===== src/rtl/snt_cfg.svh =====
`ifndef SNT_CFG_SVH
`define SNT_CFG_SVH

// register offsets, primary space
`define SNT_ADDR_CFG 7'h00
`define SNT_ADDR_TIMEN 7'h01
`define SNT_ADDR_ACKLEN 7'h02
`define SNT_ADDR_STATUS 7'h03
`define SNT_ADDR_ACKPL 7'h04
`define SNT_ADDR_IDTAB 7'h08
`define SNT_ADDR_IDNEW 7'h34
`define SNT_ADDR_DLEN 7'h37
`define SNT_ADDR_DBUF 7'h38
// secondary register space, selected by the bank bit
`define SNT_ADDR_TIMTAB 7'h0C

// configuration register fields
`define SNT_CFG_BANK 0
`define SNT_CFG_PWR 1
`define SNT_CFG_STREAM 3
`define SNT_CFG_UNIDIR 4
`define SNT_CFG_TIMDIS 5
`define SNT_CFG_MASEN 7
`define SNT_CFG_RST 8'h00
`define SNT_TIMEN_RST 8'h00
`define SNT_TIMEN_ALL 8'hFF

// table sizes
`define SNT_CLIENTS 8
`define SNT_ID_BYTES 24
`define SNT_DBUF_BYTES 26
`define SNT_ACKPL_BYTES 4
`define SNT_DLEN_MAX 5'h1A
`define SNT_ACKLEN_MAX 3'h4

// timing
`define SNT_CLK_MHZ 100
`define SNT_LISTEN_MS 1000
`define SNT_LISTEN_CYC (`SNT_LISTEN_MS * 1000 * `SNT_CLK_MHZ)
`define SNT_ACK_WAIT_US 500
`define SNT_ACK_WAIT_CYC (`SNT_ACK_WAIT_US * `SNT_CLK_MHZ)

`endif


===== src/rtl/snt_pkg.sv =====
package snt_pkg;

    typedef enum logic [2:0] {
        SNT_BIDIR,
        SNT_ONEWAY,
        SNT_FAST,
        SNT_STREAM,
        SNT_BAD
    } snt_mode_type;

    typedef enum logic [3:0] {
        SNT_S_IDLE,
        SNT_S_WAKE,
        SNT_S_LISTEN,
        SNT_S_SLEEP,
        SNT_S_RXWIN,
        SNT_S_CONT,
        SNT_S_ACK,
        SNT_S_CWAIT
    } snt_state_type;

endpackage : snt_pkg


===== src/rtl/snt_buf.sv =====
`timescale 1ns/100ps
`default_nettype none
module snt_buf (
    input wire logic clk,
    input wire logic sys_rst,
    input wire logic in_valid,
    output logic in_ready,
    input wire logic [7:0] in_data,
    output logic out_valid,
    input wire logic out_ready,
    output logic [7:0] out_data
);
    logic [7:0] mem_q [2];
    logic [7:0] mem_d [2];
    logic wp_q, wp_d, rp_q, rp_d;
    logic [1:0] cnt_q, cnt_d;
    logic push, pop;

    assign in_ready = (cnt_q != 2'h2);
    assign out_valid = (cnt_q != 2'h0);
    assign out_data = mem_q[rp_q];
    assign push = in_valid && in_ready;
    assign pop = out_valid && out_ready;

    always_comb begin
        mem_d = mem_q;
        wp_d = wp_q;
        rp_d = rp_q;
        cnt_d = cnt_q;
        if (push) begin
            mem_d[wp_q] = in_data;
            wp_d = !wp_q;
        end
        if (pop) begin
            rp_d = !rp_q;
        end
        if (push && !pop) begin
            cnt_d = cnt_q + 2'h1;
        end else if (pop && !push) begin
            cnt_d = cnt_q - 2'h1;
        end
    end

    always_ff @(posedge clk or posedge sys_rst) begin
        if (sys_rst) begin
            mem_q[0] <= 8'h00;
            mem_q[1] <= 8'h00;
            wp_q <= 1'b0;
            rp_q <= 1'b0;
            cnt_q <= 2'h0;
        end else begin
            mem_q <= mem_d;
            wp_q <= wp_d;
            rp_q <= rp_d;
            cnt_q <= cnt_d;
        end
    end
endmodule : snt_buf
`default_nettype wire


===== src/rtl/snt_link.sv =====
// Overview of operation
// - the master keeps client ids in the id table at 0x08 to 0x1F and only those ids take part.
// - in timer packet mode the stored per-client timing wakes the receiver for each slot.
// - in bidirectional packet mode each packet's id is checked, data loaded, and an ack ends it.
// - every ack in the bidirectional modes may carry up to 4 payload bytes.
// - in one-way packet mode the slot opens from stored timing, ids compare, timers resync.
// - in fast packet mode the master receives permanently, checks the id and acks.
// - in streaming mode one known client sends up to 26 bytes while the master keeps receiving.
// - register 0x00 with power set selects the mode from its three mode bits.
// - in bidirectional and one-way packet mode, with all timers enabled in 0x01 the master starts the wakeup procedure.
// - after the wakeup the receiver stays on for one second for the clients' first data.
// - timing carried in a client's first data is stored in the secondary table 0x0C to 0x13.
// - a client waits a set time for the ack, flags it and ends the transmit command.
// - a known id with good crc raises the data-received interrupt and, in bidirectional and fast packet mode, gets an ack.
// - an unknown id with good crc raises the unknown-client interrupt, no ack, id shown.
`timescale 1ns/100ps
`default_nettype none
`include "snt_cfg.svh"
module snt_link #(
    parameter int unsigned LISTEN_CYC = `SNT_LISTEN_CYC,
    parameter int unsigned ACK_WAIT_CYC = `SNT_ACK_WAIT_CYC
) (
    input wire logic clk,
    input wire logic sys_rst,
    input wire logic reg_wr,
    input wire logic reg_rd,
    input wire logic [6:0] reg_addr,
    input wire logic [7:0] reg_wdata,
    output logic [7:0] reg_rdata,
    output logic wake_req,
    input wire logic wakeup_done,
    input wire logic slot_wake,
    output logic rx_on,
    input wire logic rx_hdr_valid,
    input wire logic [23:0] rx_id,
    input wire logic [7:0] rx_timing,
    input wire logic rx_valid,
    output logic rx_ready,
    input wire logic [7:0] rx_data,
    input wire logic rx_end,
    input wire logic rx_crc_ok,
    output logic timer_sync,
    output logic ack_req,
    output logic [2:0] ack_len,
    output logic [31:0] ack_payload,
    input wire logic ack_done,
    output logic data_rx_irq,
    output logic unknown_client_irq,
    input wire logic tx_done,
    input wire logic ack_seen,
    output logic ack_rx_irq,
    output logic rx_end_irq,
    output logic tx_cmd_end
);
    function automatic snt_pkg::snt_mode_type mode_dec(input logic [7:0] cfg);
        snt_pkg::snt_mode_type m;
        m = snt_pkg::SNT_BAD;
        unique case ({cfg[`SNT_CFG_TIMDIS], cfg[`SNT_CFG_UNIDIR], cfg[`SNT_CFG_STREAM]})
            3'b000: m = snt_pkg::SNT_BIDIR;
            3'b010: m = snt_pkg::SNT_ONEWAY;
            3'b100: m = snt_pkg::SNT_FAST;
            3'b111: m = snt_pkg::SNT_STREAM;
            default: m = snt_pkg::SNT_BAD;
        endcase
        return m;
    endfunction : mode_dec

    function automatic logic [3:0] id_find(input logic [191:0] tab, input logic [23:0] id);
        logic [3:0] r;
        r = 4'h0;
        for (int k = `SNT_CLIENTS - 1; k >= 0; k--) begin
            if (id != 24'h000000 && tab[k*24 +: 24] == id) begin
                r = {1'b1, 3'(k)};
            end
        end
        return r;
    endfunction : id_find

    logic [7:0] cfg_q, cfg_d, timen_q, timen_d, rdata_q, rdata_d, rd_v;
    logic [2:0] acklen_q, acklen_d;
    logic [7:0] ackpl_q [`SNT_ACKPL_BYTES];
    logic [7:0] ackpl_d [`SNT_ACKPL_BYTES];
    logic [7:0] id_tab_q [`SNT_ID_BYTES];
    logic [7:0] id_tab_d [`SNT_ID_BYTES];
    logic [7:0] tim_tab_q [`SNT_CLIENTS];
    logic [7:0] tim_tab_d [`SNT_CLIENTS];
    logic [7:0] dbuf_q [`SNT_DBUF_BYTES];
    logic [7:0] dbuf_d [`SNT_DBUF_BYTES];
    logic [23:0] id_new_q, id_new_d;
    logic [4:0] dlen_q, dlen_d;
    logic [191:0] id_flat;
    logic [3:0] found;
    snt_pkg::snt_mode_type mode;
    snt_pkg::snt_state_type st_q, st_d, ret_q, ret_d;
    logic [31:0] cnt_q, cnt_d;
    logic bank, ma, mode_ok, timed, hdr, end_fire, ack_go, store_tim;
    logic wake_q, wake_d, rxon_q, rxon_d, sync_q, sync_d, ackreq_q, ackreq_d;
    logic drx_q, drx_d, unk_q, unk_d, ackrx_q, ackrx_d, rxend_q, rxend_d;
    logic txend_q, txend_d, inpkt_q, inpkt_d, hit_q, hit_d, endp_q, endp_d;
    logic crc_q, crc_d;
    logic [2:0] idx_q, idx_d;
    logic [7:0] tim_q, tim_d;
    logic bi_valid, bi_ready, bo_valid, bo_ready;
    logic [7:0] bo_data;

    assign mode = mode_dec(cfg_q);
    assign mode_ok = cfg_q[`SNT_CFG_PWR] && (mode != snt_pkg::SNT_BAD);
    assign bank = cfg_q[`SNT_CFG_BANK];
    assign ma = cfg_q[`SNT_CFG_MASEN];
    assign timed = (mode == snt_pkg::SNT_BIDIR) || (mode == snt_pkg::SNT_ONEWAY);
    assign hdr = rx_hdr_valid && rxon_q && ma && !inpkt_q;
    assign end_fire = endp_q && !bo_valid;
    assign ack_go = end_fire && crc_q && hit_q
        && (mode == snt_pkg::SNT_BIDIR || mode == snt_pkg::SNT_FAST);
    assign store_tim = end_fire && crc_q && hit_q && timed;

    always_comb begin
        id_flat = 192'h0;
        for (int j = 0; j < `SNT_ID_BYTES; j++) begin
            id_flat[(j / 3) * 24 + (2 - j % 3) * 8 +: 8] = id_tab_q[j];
        end
    end
    assign found = id_find(id_flat, rx_id);

    assign bi_valid = rx_valid && inpkt_q;
    assign rx_ready = inpkt_q ? bi_ready : 1'b1;
    assign bo_ready = !reg_wr;

    snt_buf u_buf (
        .clk(clk),
        .sys_rst(sys_rst),
        .in_valid(bi_valid),
        .in_ready(bi_ready),
        .in_data(rx_data),
        .out_valid(bo_valid),
        .out_ready(bo_ready),
        .out_data(bo_data)
    );

    // register file and packet store
    always_comb begin
        cfg_d = cfg_q;
        timen_d = timen_q;
        acklen_d = acklen_q;
        ackpl_d = ackpl_q;
        id_tab_d = id_tab_q;
        tim_tab_d = tim_tab_q;
        dbuf_d = dbuf_q;
        id_new_d = id_new_q;
        dlen_d = dlen_q;
        rd_v = 8'h00;
        if (reg_wr) begin
            if (reg_addr == `SNT_ADDR_CFG) cfg_d = reg_wdata;
            if (reg_addr == `SNT_ADDR_TIMEN) timen_d = reg_wdata;
            if (reg_addr == `SNT_ADDR_ACKLEN) begin
                acklen_d = (reg_wdata[2:0] > `SNT_ACKLEN_MAX) ? `SNT_ACKLEN_MAX : reg_wdata[2:0];
            end
            for (int i = 0; i < `SNT_ACKPL_BYTES; i++) begin
                if (reg_addr == 7'(`SNT_ADDR_ACKPL + i)) ackpl_d[i] = reg_wdata;
            end
            for (int i = 0; i < `SNT_ID_BYTES; i++) begin
                if (!bank && reg_addr == 7'(`SNT_ADDR_IDTAB + i)) id_tab_d[i] = reg_wdata;
            end
            for (int i = 0; i < `SNT_CLIENTS; i++) begin
                if (bank && reg_addr == 7'(`SNT_ADDR_TIMTAB + i)) tim_tab_d[i] = reg_wdata;
            end
        end
        if (hdr) begin
            id_new_d = rx_id;
            dlen_d = 5'h00;
        end
        if (bo_valid && bo_ready && hit_q && dlen_q < `SNT_DLEN_MAX) begin
            dbuf_d[dlen_q] = bo_data;
            dlen_d = dlen_q + 5'h01;
        end
        if (store_tim) tim_tab_d[idx_q] = tim_q;
        if (reg_addr == `SNT_ADDR_CFG) rd_v = cfg_q;
        if (reg_addr == `SNT_ADDR_TIMEN) rd_v = timen_q;
        if (reg_addr == `SNT_ADDR_ACKLEN) rd_v = {5'h00, acklen_q};
        if (reg_addr == `SNT_ADDR_STATUS) rd_v = {rxon_q, 3'h0, st_q};
        if (reg_addr == `SNT_ADDR_DLEN) rd_v = {3'h0, dlen_q};
        for (int i = 0; i < `SNT_ACKPL_BYTES; i++) begin
            if (reg_addr == 7'(`SNT_ADDR_ACKPL + i)) rd_v = ackpl_q[i];
        end
        for (int i = 0; i < `SNT_ID_BYTES; i++) begin
            if (!bank && reg_addr == 7'(`SNT_ADDR_IDTAB + i)) rd_v = id_tab_q[i];
        end
        for (int i = 0; i < `SNT_CLIENTS; i++) begin
            if (bank && reg_addr == 7'(`SNT_ADDR_TIMTAB + i)) rd_v = tim_tab_q[i];
        end
        for (int i = 0; i < 3; i++) begin
            if (reg_addr == 7'(`SNT_ADDR_IDNEW + i)) rd_v = id_new_q[(2 - i) * 8 +: 8];
        end
        for (int i = 0; i < `SNT_DBUF_BYTES; i++) begin
            if (reg_addr == 7'(`SNT_ADDR_DBUF + i)) rd_v = dbuf_q[i];
        end
        rdata_d = reg_rd ? rd_v : rdata_q;
    end

    always_ff @(posedge clk or posedge sys_rst) begin
        if (sys_rst) begin
            cfg_q <= `SNT_CFG_RST;
            timen_q <= `SNT_TIMEN_RST;
            acklen_q <= 3'h0;
            rdata_q <= 8'h00;
            id_new_q <= 24'h000000;
            dlen_q <= 5'h00;
            for (int i = 0; i < `SNT_ACKPL_BYTES; i++) ackpl_q[i] <= 8'h00;
            for (int i = 0; i < `SNT_ID_BYTES; i++) id_tab_q[i] <= 8'h00;
            for (int i = 0; i < `SNT_CLIENTS; i++) tim_tab_q[i] <= 8'h00;
            for (int i = 0; i < `SNT_DBUF_BYTES; i++) dbuf_q[i] <= 8'h00;
        end else begin
            cfg_q <= cfg_d;
            timen_q <= timen_d;
            acklen_q <= acklen_d;
            rdata_q <= rdata_d;
            id_new_q <= id_new_d;
            dlen_q <= dlen_d;
            ackpl_q <= ackpl_d;
            id_tab_q <= id_tab_d;
            tim_tab_q <= tim_tab_d;
            dbuf_q <= dbuf_d;
        end
    end

    // sequencer and packet tracking
    always_comb begin
        st_d = st_q;
        ret_d = ret_q;
        cnt_d = cnt_q;
        wake_d = 1'b0;
        ackreq_d = 1'b0;
        ackrx_d = 1'b0;
        rxend_d = 1'b0;
        txend_d = 1'b0;
        unique case (st_q)
            snt_pkg::SNT_S_IDLE: begin
                if (ma && mode_ok) begin
                    if (timed && timen_q == `SNT_TIMEN_ALL) begin
                        wake_d = 1'b1;
                        st_d = snt_pkg::SNT_S_WAKE;
                    end else if (!timed) begin
                        st_d = snt_pkg::SNT_S_CONT;
                    end
                end else if (!ma && tx_done) begin
                    cnt_d = 32'h0;
                    st_d = snt_pkg::SNT_S_CWAIT;
                end
            end
            snt_pkg::SNT_S_WAKE: begin
                if (wakeup_done) begin
                    cnt_d = 32'h0;
                    st_d = snt_pkg::SNT_S_LISTEN;
                end
            end
            snt_pkg::SNT_S_LISTEN: begin
                cnt_d = cnt_q + 32'h1;
                if (ack_go) begin
                    ackreq_d = 1'b1;
                    ret_d = snt_pkg::SNT_S_LISTEN;
                    st_d = snt_pkg::SNT_S_ACK;
                end else if (cnt_q >= LISTEN_CYC - 1) begin
                    st_d = snt_pkg::SNT_S_SLEEP;
                end
            end
            snt_pkg::SNT_S_SLEEP: begin
                if (slot_wake) st_d = snt_pkg::SNT_S_RXWIN;
            end
            snt_pkg::SNT_S_RXWIN: begin
                if (ack_go) begin
                    ackreq_d = 1'b1;
                    ret_d = snt_pkg::SNT_S_SLEEP;
                    st_d = snt_pkg::SNT_S_ACK;
                end else if (end_fire) begin
                    st_d = snt_pkg::SNT_S_SLEEP;
                end
            end
            snt_pkg::SNT_S_CONT: begin
                if (ack_go) begin
                    ackreq_d = 1'b1;
                    ret_d = snt_pkg::SNT_S_CONT;
                    st_d = snt_pkg::SNT_S_ACK;
                end
            end
            snt_pkg::SNT_S_ACK: begin
                if (ret_q == snt_pkg::SNT_S_LISTEN && cnt_q < LISTEN_CYC - 1) begin
                    cnt_d = cnt_q + 32'h1;
                end
                if (ack_done) begin
                    st_d = ret_q;
                    if (ret_q == snt_pkg::SNT_S_LISTEN && cnt_q >= LISTEN_CYC - 1) begin
                        st_d = snt_pkg::SNT_S_SLEEP;
                    end
                end
            end
            snt_pkg::SNT_S_CWAIT: begin
                cnt_d = cnt_q + 32'h1;
                if (ack_seen) begin
                    ackrx_d = 1'b1;
                    txend_d = 1'b1;
                    st_d = snt_pkg::SNT_S_IDLE;
                end else if (cnt_q >= ACK_WAIT_CYC - 1) begin
                    rxend_d = 1'b1;
                    st_d = snt_pkg::SNT_S_IDLE;
                end
            end
        endcase
        // leave when the master is disabled, power is off or the mode is bad
        if (st_q != snt_pkg::SNT_S_CWAIT && st_q != snt_pkg::SNT_S_IDLE && !(ma && mode_ok)) begin
            st_d = snt_pkg::SNT_S_IDLE;
            ackreq_d = 1'b0;
        end
        rxon_d = (st_d == snt_pkg::SNT_S_LISTEN) || (st_d == snt_pkg::SNT_S_RXWIN)
            || (st_d == snt_pkg::SNT_S_CONT) || (st_d == snt_pkg::SNT_S_CWAIT);
        inpkt_d = inpkt_q;
        hit_d = hit_q;
        idx_d = idx_q;
        tim_d = tim_q;
        endp_d = endp_q;
        crc_d = crc_q;
        if (hdr) begin
            inpkt_d = 1'b1;
            hit_d = found[3];
            idx_d = found[2:0];
            tim_d = rx_timing;
        end
        if (inpkt_q && rx_end && !endp_q) begin
            endp_d = 1'b1;
            crc_d = rx_crc_ok;
        end
        if (end_fire) begin
            endp_d = 1'b0;
            inpkt_d = 1'b0;
        end
        sync_d = hdr && found[3] && timed;
        drx_d = end_fire && crc_q && hit_q;
        unk_d = end_fire && crc_q && !hit_q;
    end

    always_ff @(posedge clk or posedge sys_rst) begin
        if (sys_rst) begin
            st_q <= snt_pkg::SNT_S_IDLE;
            ret_q <= snt_pkg::SNT_S_IDLE;
            cnt_q <= 32'h0;
            {wake_q, rxon_q, sync_q, ackreq_q, drx_q, unk_q} <= 6'h00;
            {ackrx_q, rxend_q, txend_q, inpkt_q, hit_q, endp_q, crc_q} <= 7'h00;
            idx_q <= 3'h0;
            tim_q <= 8'h00;
        end else begin
            st_q <= st_d;
            ret_q <= ret_d;
            cnt_q <= cnt_d;
            {wake_q, rxon_q, sync_q, ackreq_q, drx_q, unk_q} <=
                {wake_d, rxon_d, sync_d, ackreq_d, drx_d, unk_d};
            {ackrx_q, rxend_q, txend_q, inpkt_q, hit_q, endp_q, crc_q} <=
                {ackrx_d, rxend_d, txend_d, inpkt_d, hit_d, endp_d, crc_d};
            idx_q <= idx_d;
            tim_q <= tim_d;
        end
    end

    assign reg_rdata = rdata_q;
    assign wake_req = wake_q;
    assign rx_on = rxon_q;
    assign timer_sync = sync_q;
    assign ack_req = ackreq_q;
    assign ack_len = acklen_q;
    assign ack_payload = {ackpl_q[0], ackpl_q[1], ackpl_q[2], ackpl_q[3]};
    assign data_rx_irq = drx_q;
    assign unknown_client_irq = unk_q;
    assign ack_rx_irq = ackrx_q;
    assign rx_end_irq = rxend_q;
    assign tx_cmd_end = txend_q;

    property p_unknown_no_ack;
        @(posedge clk) disable iff (sys_rst) unknown_client_irq |-> !ack_req ##1 !ack_req;
    endproperty
    a_unknown_no_ack: assert property (p_unknown_no_ack) else $error("ack after unknown id");

    property p_ack_with_data;
        @(posedge clk) disable iff (sys_rst) ack_req |-> data_rx_irq && ack_len <= 3'h4;
    endproperty
    a_ack_with_data: assert property (p_ack_with_data) else $error("ack without data event");

    property p_wake_start;
        @(posedge clk) disable iff (sys_rst)
            wake_req |-> st_q == snt_pkg::SNT_S_WAKE && $past(timen_q) == `SNT_TIMEN_ALL;
    endproperty
    a_wake_start: assert property (p_wake_start) else $error("wakeup without all timers");

    property p_listen_bound;
        @(posedge clk) disable iff (sys_rst)
            st_q == snt_pkg::SNT_S_LISTEN |-> rx_on && cnt_q < LISTEN_CYC;
    endproperty
    a_listen_bound: assert property (p_listen_bound) else $error("listen overran");

    property p_bad_mode;
        @(posedge clk) disable iff (sys_rst)
            ma && !mode_ok && st_q != snt_pkg::SNT_S_CWAIT |=> st_q == snt_pkg::SNT_S_IDLE;
    endproperty
    a_bad_mode: assert property (p_bad_mode) else $error("sequence in undefined mode");

    property p_stream_rx;
        @(posedge clk) disable iff (sys_rst)
            st_q == snt_pkg::SNT_S_CONT && mode == snt_pkg::SNT_STREAM |-> rx_on && !ack_req;
    endproperty
    a_stream_rx: assert property (p_stream_rx) else $error("streaming not receiving");

    property p_dlen_max;
        @(posedge clk) disable iff (sys_rst) dlen_q <= `SNT_DLEN_MAX;
    endproperty
    a_dlen_max: assert property (p_dlen_max) else $error("data length above 26");

    property p_tim_store;
        @(posedge clk) disable iff (sys_rst) store_tim |=> tim_tab_q[$past(idx_q)] == $past(tim_q);
    endproperty
    a_tim_store: assert property (p_tim_store) else $error("timing not stored");

    property p_sync;
        @(posedge clk) disable iff (sys_rst) hdr && found[3] && timed |=> timer_sync;
    endproperty
    a_sync: assert property (p_sync) else $error("no resync on match");

    property p_client_ack;
        @(posedge clk) disable iff (sys_rst)
            st_q == snt_pkg::SNT_S_CWAIT && ack_seen |=> ack_rx_irq && tx_cmd_end ##1 !ack_rx_irq;
    endproperty
    a_client_ack: assert property (p_client_ack) else $error("ack not flagged");

    property p_irq_excl;
        @(posedge clk) disable iff (sys_rst) !(data_rx_irq && unknown_client_irq);
    endproperty
    a_irq_excl: assert property (p_irq_excl) else $error("both receive events");
endmodule : snt_link
`default_nettype wire


===== config.mk =====
export PLATFORM = sky130hd
export DESIGN_NAME = snt_link
export DESIGN_NICKNAME = d
export VERILOG_FILES = /design/src/rtl/snt_pkg.sv /design/src/rtl/snt_buf.sv /design/src/rtl/snt_link.sv
export VERILOG_INCLUDE_DIRS = /design/src /design/src/rtl
export SDC_FILE = /design/constraint.sdc
export NUM_CORES = 2
export LEC_CHECK = 0
export BUFFER_PORTS_ARGS = -buffer_cell sky130_fd_sc_hd__buf_2
export CAP_MARGIN = 15
export CORE_MARGIN = 4
export CORE_UTILIZATION = 30
export CTS_BUF_LIST = sky130_fd_sc_hd__clkbuf_4
export DETAILED_ROUTE_END_ITERATION = 10
export PLACE_DENSITY = 0.48
export SKIP_LAST_GASP = 1
export SLEW_MARGIN = 0
export SYNTH_ARGS = -nofsm -noshare
export SYNTH_HDL_FRONTEND = slang
export SYNTH_SLANG_ARGS = --single-unit

===== constraint.sdc =====
create_clock -name clk -period 17.8 [get_ports clk]
set_clock_uncertainty 0.2 [all_clocks]
set_input_delay 0.89 -clock clk [delete_from_list [all_inputs] [get_ports clk]]
set_output_delay 0.89 -clock clk [all_outputs]
set_load 0.01 [all_outputs]

# Yosys cells after proc, flatten, opt, wreduce, memory -nomap -nowiden
# Index checks and enable logic that the tools add are counted.
# word_totals
register_bits	635
input_bits	68
elab_cells	491
# classes
addsub	4
order_cmp	12
eq_ne	97
mux	148
bitwise_logic	4
n_reduce_logical	136
# op_table
operator	n
8-bit two-way mux	84
208-bit bitwise mux	1
24-bit == test	8
32-bit two-way mux	4
64-bit two-way mux	2
32-bit one-hot mux with 4 select lines	1
7-bit == test, second input constant	18
7-bit by 5-bit == test with 1-bit output, second input constant	16
4-bit two-way mux	27
7-bit by 6-bit == test with 1-bit output, second input constant	12
1-bit logical AND	71
64-bit bitwise mux	1
2-bit AND reduction	31
7-bit by 4-bit == test with 1-bit output, second input constant	8
8-bit demux with 5-bit select	1
32-bit by 1-bit adder with 32-bit output, second input constant	1
32-bit by 16-bit >= comparator with 1-bit output, second input constant	1
32-bit by 27-bit >= comparator with 1-bit output, second input constant	1
32-bit by 27-bit < comparator with 1-bit output, second input constant	1
4-bit one-hot mux with 8 select lines	1
4-bit by 3-bit == test with 1-bit output, second input constant	7
7-bit by 3-bit == test with 1-bit output, second input constant	4
8-bit demux with 3-bit select	1
24-bit nonzero test	1
other kinds (45)	98

# Logic depth before layout (Yosys ltp)
# logic_depth
ltp_word	71
ltp_mapped	15
depth_no_buf	9

# By module
# From an unflattened synthesis, not the netlist that was laid out.
# unflattened
cells_unflattened	3371
hier_area_um2	34773.4
# modules_own_cells
module	n_inst	cells_each	area_each_um2	seq_area_each_um2
snt_link	1	3311	33838.7	15364.7
snt_buf	1	60	934.6	500.5

# Least setup slack after synthesis
# OpenSTA, ideal clock, no wires.
# synth_timing
kind	input to register
startpoint	in reg_addr[1]
endpoint	reg rdata_q[5] (netlist: reg_rdata[5])
setup_time_ns	0.132
t_arrival_ns	2.989
required_ns	17.468
slack_ns	14.479
cell_stages	13
n_path_buf	5
path_cell_list	buf_2 buf_2 buf_2 buf_2 buf_2 mux2i_1 nor2_1 o21ai_0 nand2_1 a221oi_1 o211ai_1 a2111oi_0 nor2_1
# synth_via
elab_chain_len	71
# synth_lines
element	line	rtl
from (decl)	snt_link.sv:27	input wire logic [6:0] reg_addr,
7-bit zero test (no line)	-	
8-bit two-way mux	snt_link.sv:177	if (reg_addr == `SNT_ADDR_CFG) rd_v = cfg_q;
8-bit two-way mux	snt_link.sv:178	if (reg_addr == `SNT_ADDR_TIMEN) rd_v = timen_q;
8-bit two-way mux	snt_link.sv:179	if (reg_addr == `SNT_ADDR_ACKLEN) rd_v = {5'h00, acklen_q};
8-bit two-way mux	snt_link.sv:180	if (reg_addr == `SNT_ADDR_STATUS) rd_v = {rxon_q, 3'h0, st_q};
8-bit two-way mux	snt_link.sv:181	if (reg_addr == `SNT_ADDR_DLEN) rd_v = {3'h0, dlen_q};
8-bit two-way mux (4 in series)	snt_link.sv:183	if (reg_addr == 7'(`SNT_ADDR_ACKPL + i)) rd_v = ackpl_q[i];
8-bit two-way mux (24 in series)	snt_link.sv:186	if (!bank && reg_addr == 7'(`SNT_ADDR_IDTAB + i)) rd_v = id_tab_q[i];
8-bit two-way mux (8 in series)	snt_link.sv:189	if (bank && reg_addr == 7'(`SNT_ADDR_TIMTAB + i)) rd_v = tim_tab_q[i];
8-bit two-way mux (3 in series)	snt_link.sv:192	if (reg_addr == 7'(`SNT_ADDR_IDNEW + i)) rd_v = id_new_q[(2 - i) * 8 +: 8];
8-bit two-way mux (25 in series)	snt_link.sv:195	if (reg_addr == 7'(`SNT_ADDR_DBUF + i)) rd_v = dbuf_q[i];
8-bit two-way mux *	snt_link.sv:195	
to (signal assigned)	snt_link.sv:216	rdata_q <= rdata_d;
to (decl)	snt_link.sv:79	logic [7:0] cfg_q, cfg_d, timen_q, timen_d, rdata_q, rdata_d, rd_v;
# Every way passes the cells marked *; elsewhere a longest branch is shown, timed or not.
# A chain may end at the register's enable or synchronous reset.

==> run_results.csv <==
group,metric,value,unit
clock_tree,cts.sinks,634,
sta,timing.final.crit_share,26.19,%
grt,grt_max_degree,71,
layout,final_cell_mix,"dfrtp_1 (634), nor2_1 (401), a21oi_1 (354)",
sta,rsz0062_at_grt,"false",
drt,drt-initial-drc-count,3800,
setup_path,cp_slowest_stage_delay,0.85,ns
sta,final-setup-viol-count,0,
yosys,syn_area,0.03415,mm2
sta,tightest_slew,1.281,ns
placed_design,place_area,0.03633,mm2
drt,wl_per_cell,30.56,um
floorplan,core-area,0.1128,mm2
outcome,outcome,"finished, final reports clean",
setup_path,start_kind,"input port",
layout,final_common_cell,"dfrtp_1",
yosys,ys_warn_count,0,
setup_path,slowest_stage,"buf_4",
clock_tree,cts_htree_levels,4,
grt,gr-total-overflow,0,
floorplan,die-area,0.1193,mm2
sta,hold_ws,0.1070,ns
drt,drc,0,
sta,tns,0,ns
floorplan,rows,123,
drt,viasPerCell,5.785,
layout,finish.instance_area,0.03889,mm2
placed_design,preCtsSetupSlack,12.52,ns
yosys,seq_area_frac_synth,46.46,%
clock_tree,root_buffer,"clkbuf_4",
sta,final-hold-violation-count,0,
grt,grt_pass1_vias,29970,
job,drv_cap,0,
yosys,synth_edf_count,0,
sta,finalWorstSetupSlack,13.14,ns
setup_path,critPathKind,"input port to asynchronous set/reset pin",
layout,fin_nets,3778,
yosys,synthFlopType,"dfrtp_1",
clock_tree,clk_pin_slew_worst_paths,0.07,ns
setup_path,cp_max_fo,70,
sta,maxSlewViolCount,0,
clock_tree,cts_buffer_depth,3,
drt,vias,30890,
placed_design,place_congestion,1.023,
layout,instances_no_fill,5340,
sta,max_freq,0.2145,GHz
yosys,postSynthCellCount,3568,
yosys,ys_ff_latch,634,
hold_path,hold_path_class,"input port to flop",
yosys,synth_fp_nets,3642,
setup_path,path_cells,"dlygate4sd3_1 -> buf_2 -> clkinvlp_4 -> buf_4 -> buf_4 -> buf_4 -> buf_4",
sta,min_period,4.663,ns
yosys,synth_area_per_cell,9.570,um2
grt,grt_antenna_before_repair,3,
floorplan,ioPinCount,121,
placed_design,dp.cells,4991,
grt,grtUsageTotal,26.51,%
clock_tree,post_cts_buffers,0,
floorplan,initial_utilization,30.27,%
floorplan,die_h,345.4,um
clock_tree,clkLatencyLatePin,1.12,ns
clock_tree,tritoncts,"done",
drt,first_pass_iters,6,
pwr,leakagePower,17.64,nW
yosys,async_flop_share,100.0,%
grt,grt_pass1_wl,230900,um
placed_design,io_buffer_count,120,
layout,areaGrowthSynthToFinish,13.90,%
placed_design,dp_hpwl,114600,um
layout,final_layout_size_suffix_gt1_share,21.49,%
drt,detail-route-antenna-nets,0,
setup_path,arrival,5.47,ns
sta,slew_headroom,14.19,%
pwr,vdd_ir_drop_max,71.09,uV
clock_tree,ctsHoldBuffers,25,
pwr,p_per_area,99.22,mW/mm2
setup_path,crit_path_frequent_cell,"buf_4",
setup_path,crit_path_end_kind,"asynchronous set/reset pin",
drt,wirelength,163200,um
setup_path,required,18.61,ns
clock_tree,cts-resized-gates,0,
clock_tree,cts_buffers,181,
yosys,synth_cell_types,89,
floorplan,die_w,345.4,um
[power breakdown]
| part | internal, mW | leakage, nW | total, mW | switching, mW |
|---|---|---|---|---|
| registers | 1.55 | 8.36 | 1.74 | 0.189 |
| logic | 0.244 | 7.93 | 0.752 | 0.508 |
| clock network | 0.686 | 1.34 | 1.37 | 0.682 |
| total | 2.48 | 17.6 | 3.86 | 1.38 |
[flip-flops by register name, summed over array words and instances (netlist names), 2 cells and up]
name	count
st_q	4
u_buf.mem_q	16
ack_len	3
reg_rdata	8
idx_q	3
ack_payload	32
cnt_q	32
cfg_q	8
ret_q	3
dbuf_q	208
timen_q	8
u_buf.cnt_q	2
id_flat	192
id_new_q	24
tim_tab_q	64
tim_q	8
dlen_q	5
[final timing paths]
kind / from / to / slack (ns) / cells past startpoint
min in group asynchronous: sys_rst / ack_payload[13]$_DFFE_PP0P_ / 0.27 / 3
max: sys_rst / id_flat[150]$_DFFE_PP0P_ / 13.14 / 7
max reg2reg: cfg_q[0]$_DFFE_PP0P_ / reg_rdata[4]$_DFFE_PP0P_ / 13.74 / 7
max in group clk: reg_addr[0] / reg_rdata[4]$_DFFE_PP0P_ / 13.54 / 12
min reg2reg: dbuf_q[81]$_DFFE_PP0P_ / dbuf_q[81]$_DFFE_PP0P_ / 0.29 / 2
min: tx_done / st_q[1]$_DFF_PP0_ / 0.11 / 4
[cells in the mapped netlist, types with 13 or more instances]
cell type | count | share of area, %
dfrtp_1 | 634 | 46
nor2_1 | 403 | 4.4
a21oi_1 | 354 | 5.2
nand2_1 | 342 | 3.8
mux2_2 | 277 | 9.1
clkbuf_1 | 223 | 2.5
o21ai_0 | 206 | 3.0
xor2_1 | 149 | 3.8
mux2i_1 | 109 | 3.2
xnor2_1 | 69 | 1.8
nor4_1 | 52 | 0.95
o22ai_1 | 52 | 0.95
nand3_1 | 49 | 0.72
nand4_1 | 44 | 0.81
buf_2 | 41 | 0.60
nor3_1 | 40 | 0.59
a22oi_1 | 30 | 0.66
nand2b_1 | 27 | 0.49
o211ai_1 | 27 | 0.59
a211oi_1 | 25 | 0.55
a31oi_1 | 25 | 0.46
o221ai_1 | 23 | 0.59
nor2b_1 | 22 | 0.40
inv_1 | 21 | 0.23
or3_1 | 21 | 0.38
a221oi_1 | 20 | 0.51
a22o_1 | 15 | 0.38
and3_1 | 14 | 0.26
o2111ai_1 | 13 | 0.33
[cell families (layout without fill, tap and decap cells)]
group	Yosys count	in the layout	synth area share [%]
mux	389	389	12.53
flops	634	634	46.46
buf+inv	303	565	3.573
other cells	0	10	0
xor+xnor	218	218	5.592
fa+ha+maj	6	6	0.2198
compound gates	920	920	16.59
simple gates	1098	1098	15.03
[per-layer routing]
layer  part of all wire (%)  GRT usage, %
met5                  0.013             0
met3                    9.1         6.665
met1                     44         36.90
met2                     44         39.69
met4                    3.7         9.889
[stage by stage]
step | util [%] | total power [mW]
final | 34.48 | 3.859
after global routing | 34.48 | 4.034
after CTS | 34.41 | 3.895
after detailed placement | 32.21 | 2.500
after global placement | 32.20 | 2.497
after floorplan | - | 2.109
[worst max-delay path, delay by kind of cell]
kind / cells / cell delay (ns)
buffers and inverters: 7 / 4.33
[final cells by class]
type / count / area (um2)
Inverter: 23 / 90.09
Tap cell: 1500 / 1877
Timing Repair Buffer: 233 / 1538
Sequential cell: 634 / 15870
Clock buffer: 266 / 1997
Fill cell: 11760 / 73910
Clock inverter: 43 / 242.7
Antenna cell: 10 / 25.02
Multi-Input combinational cell: 2631 / 17260
Note: power is estimated with default switching activity, not from simulation.
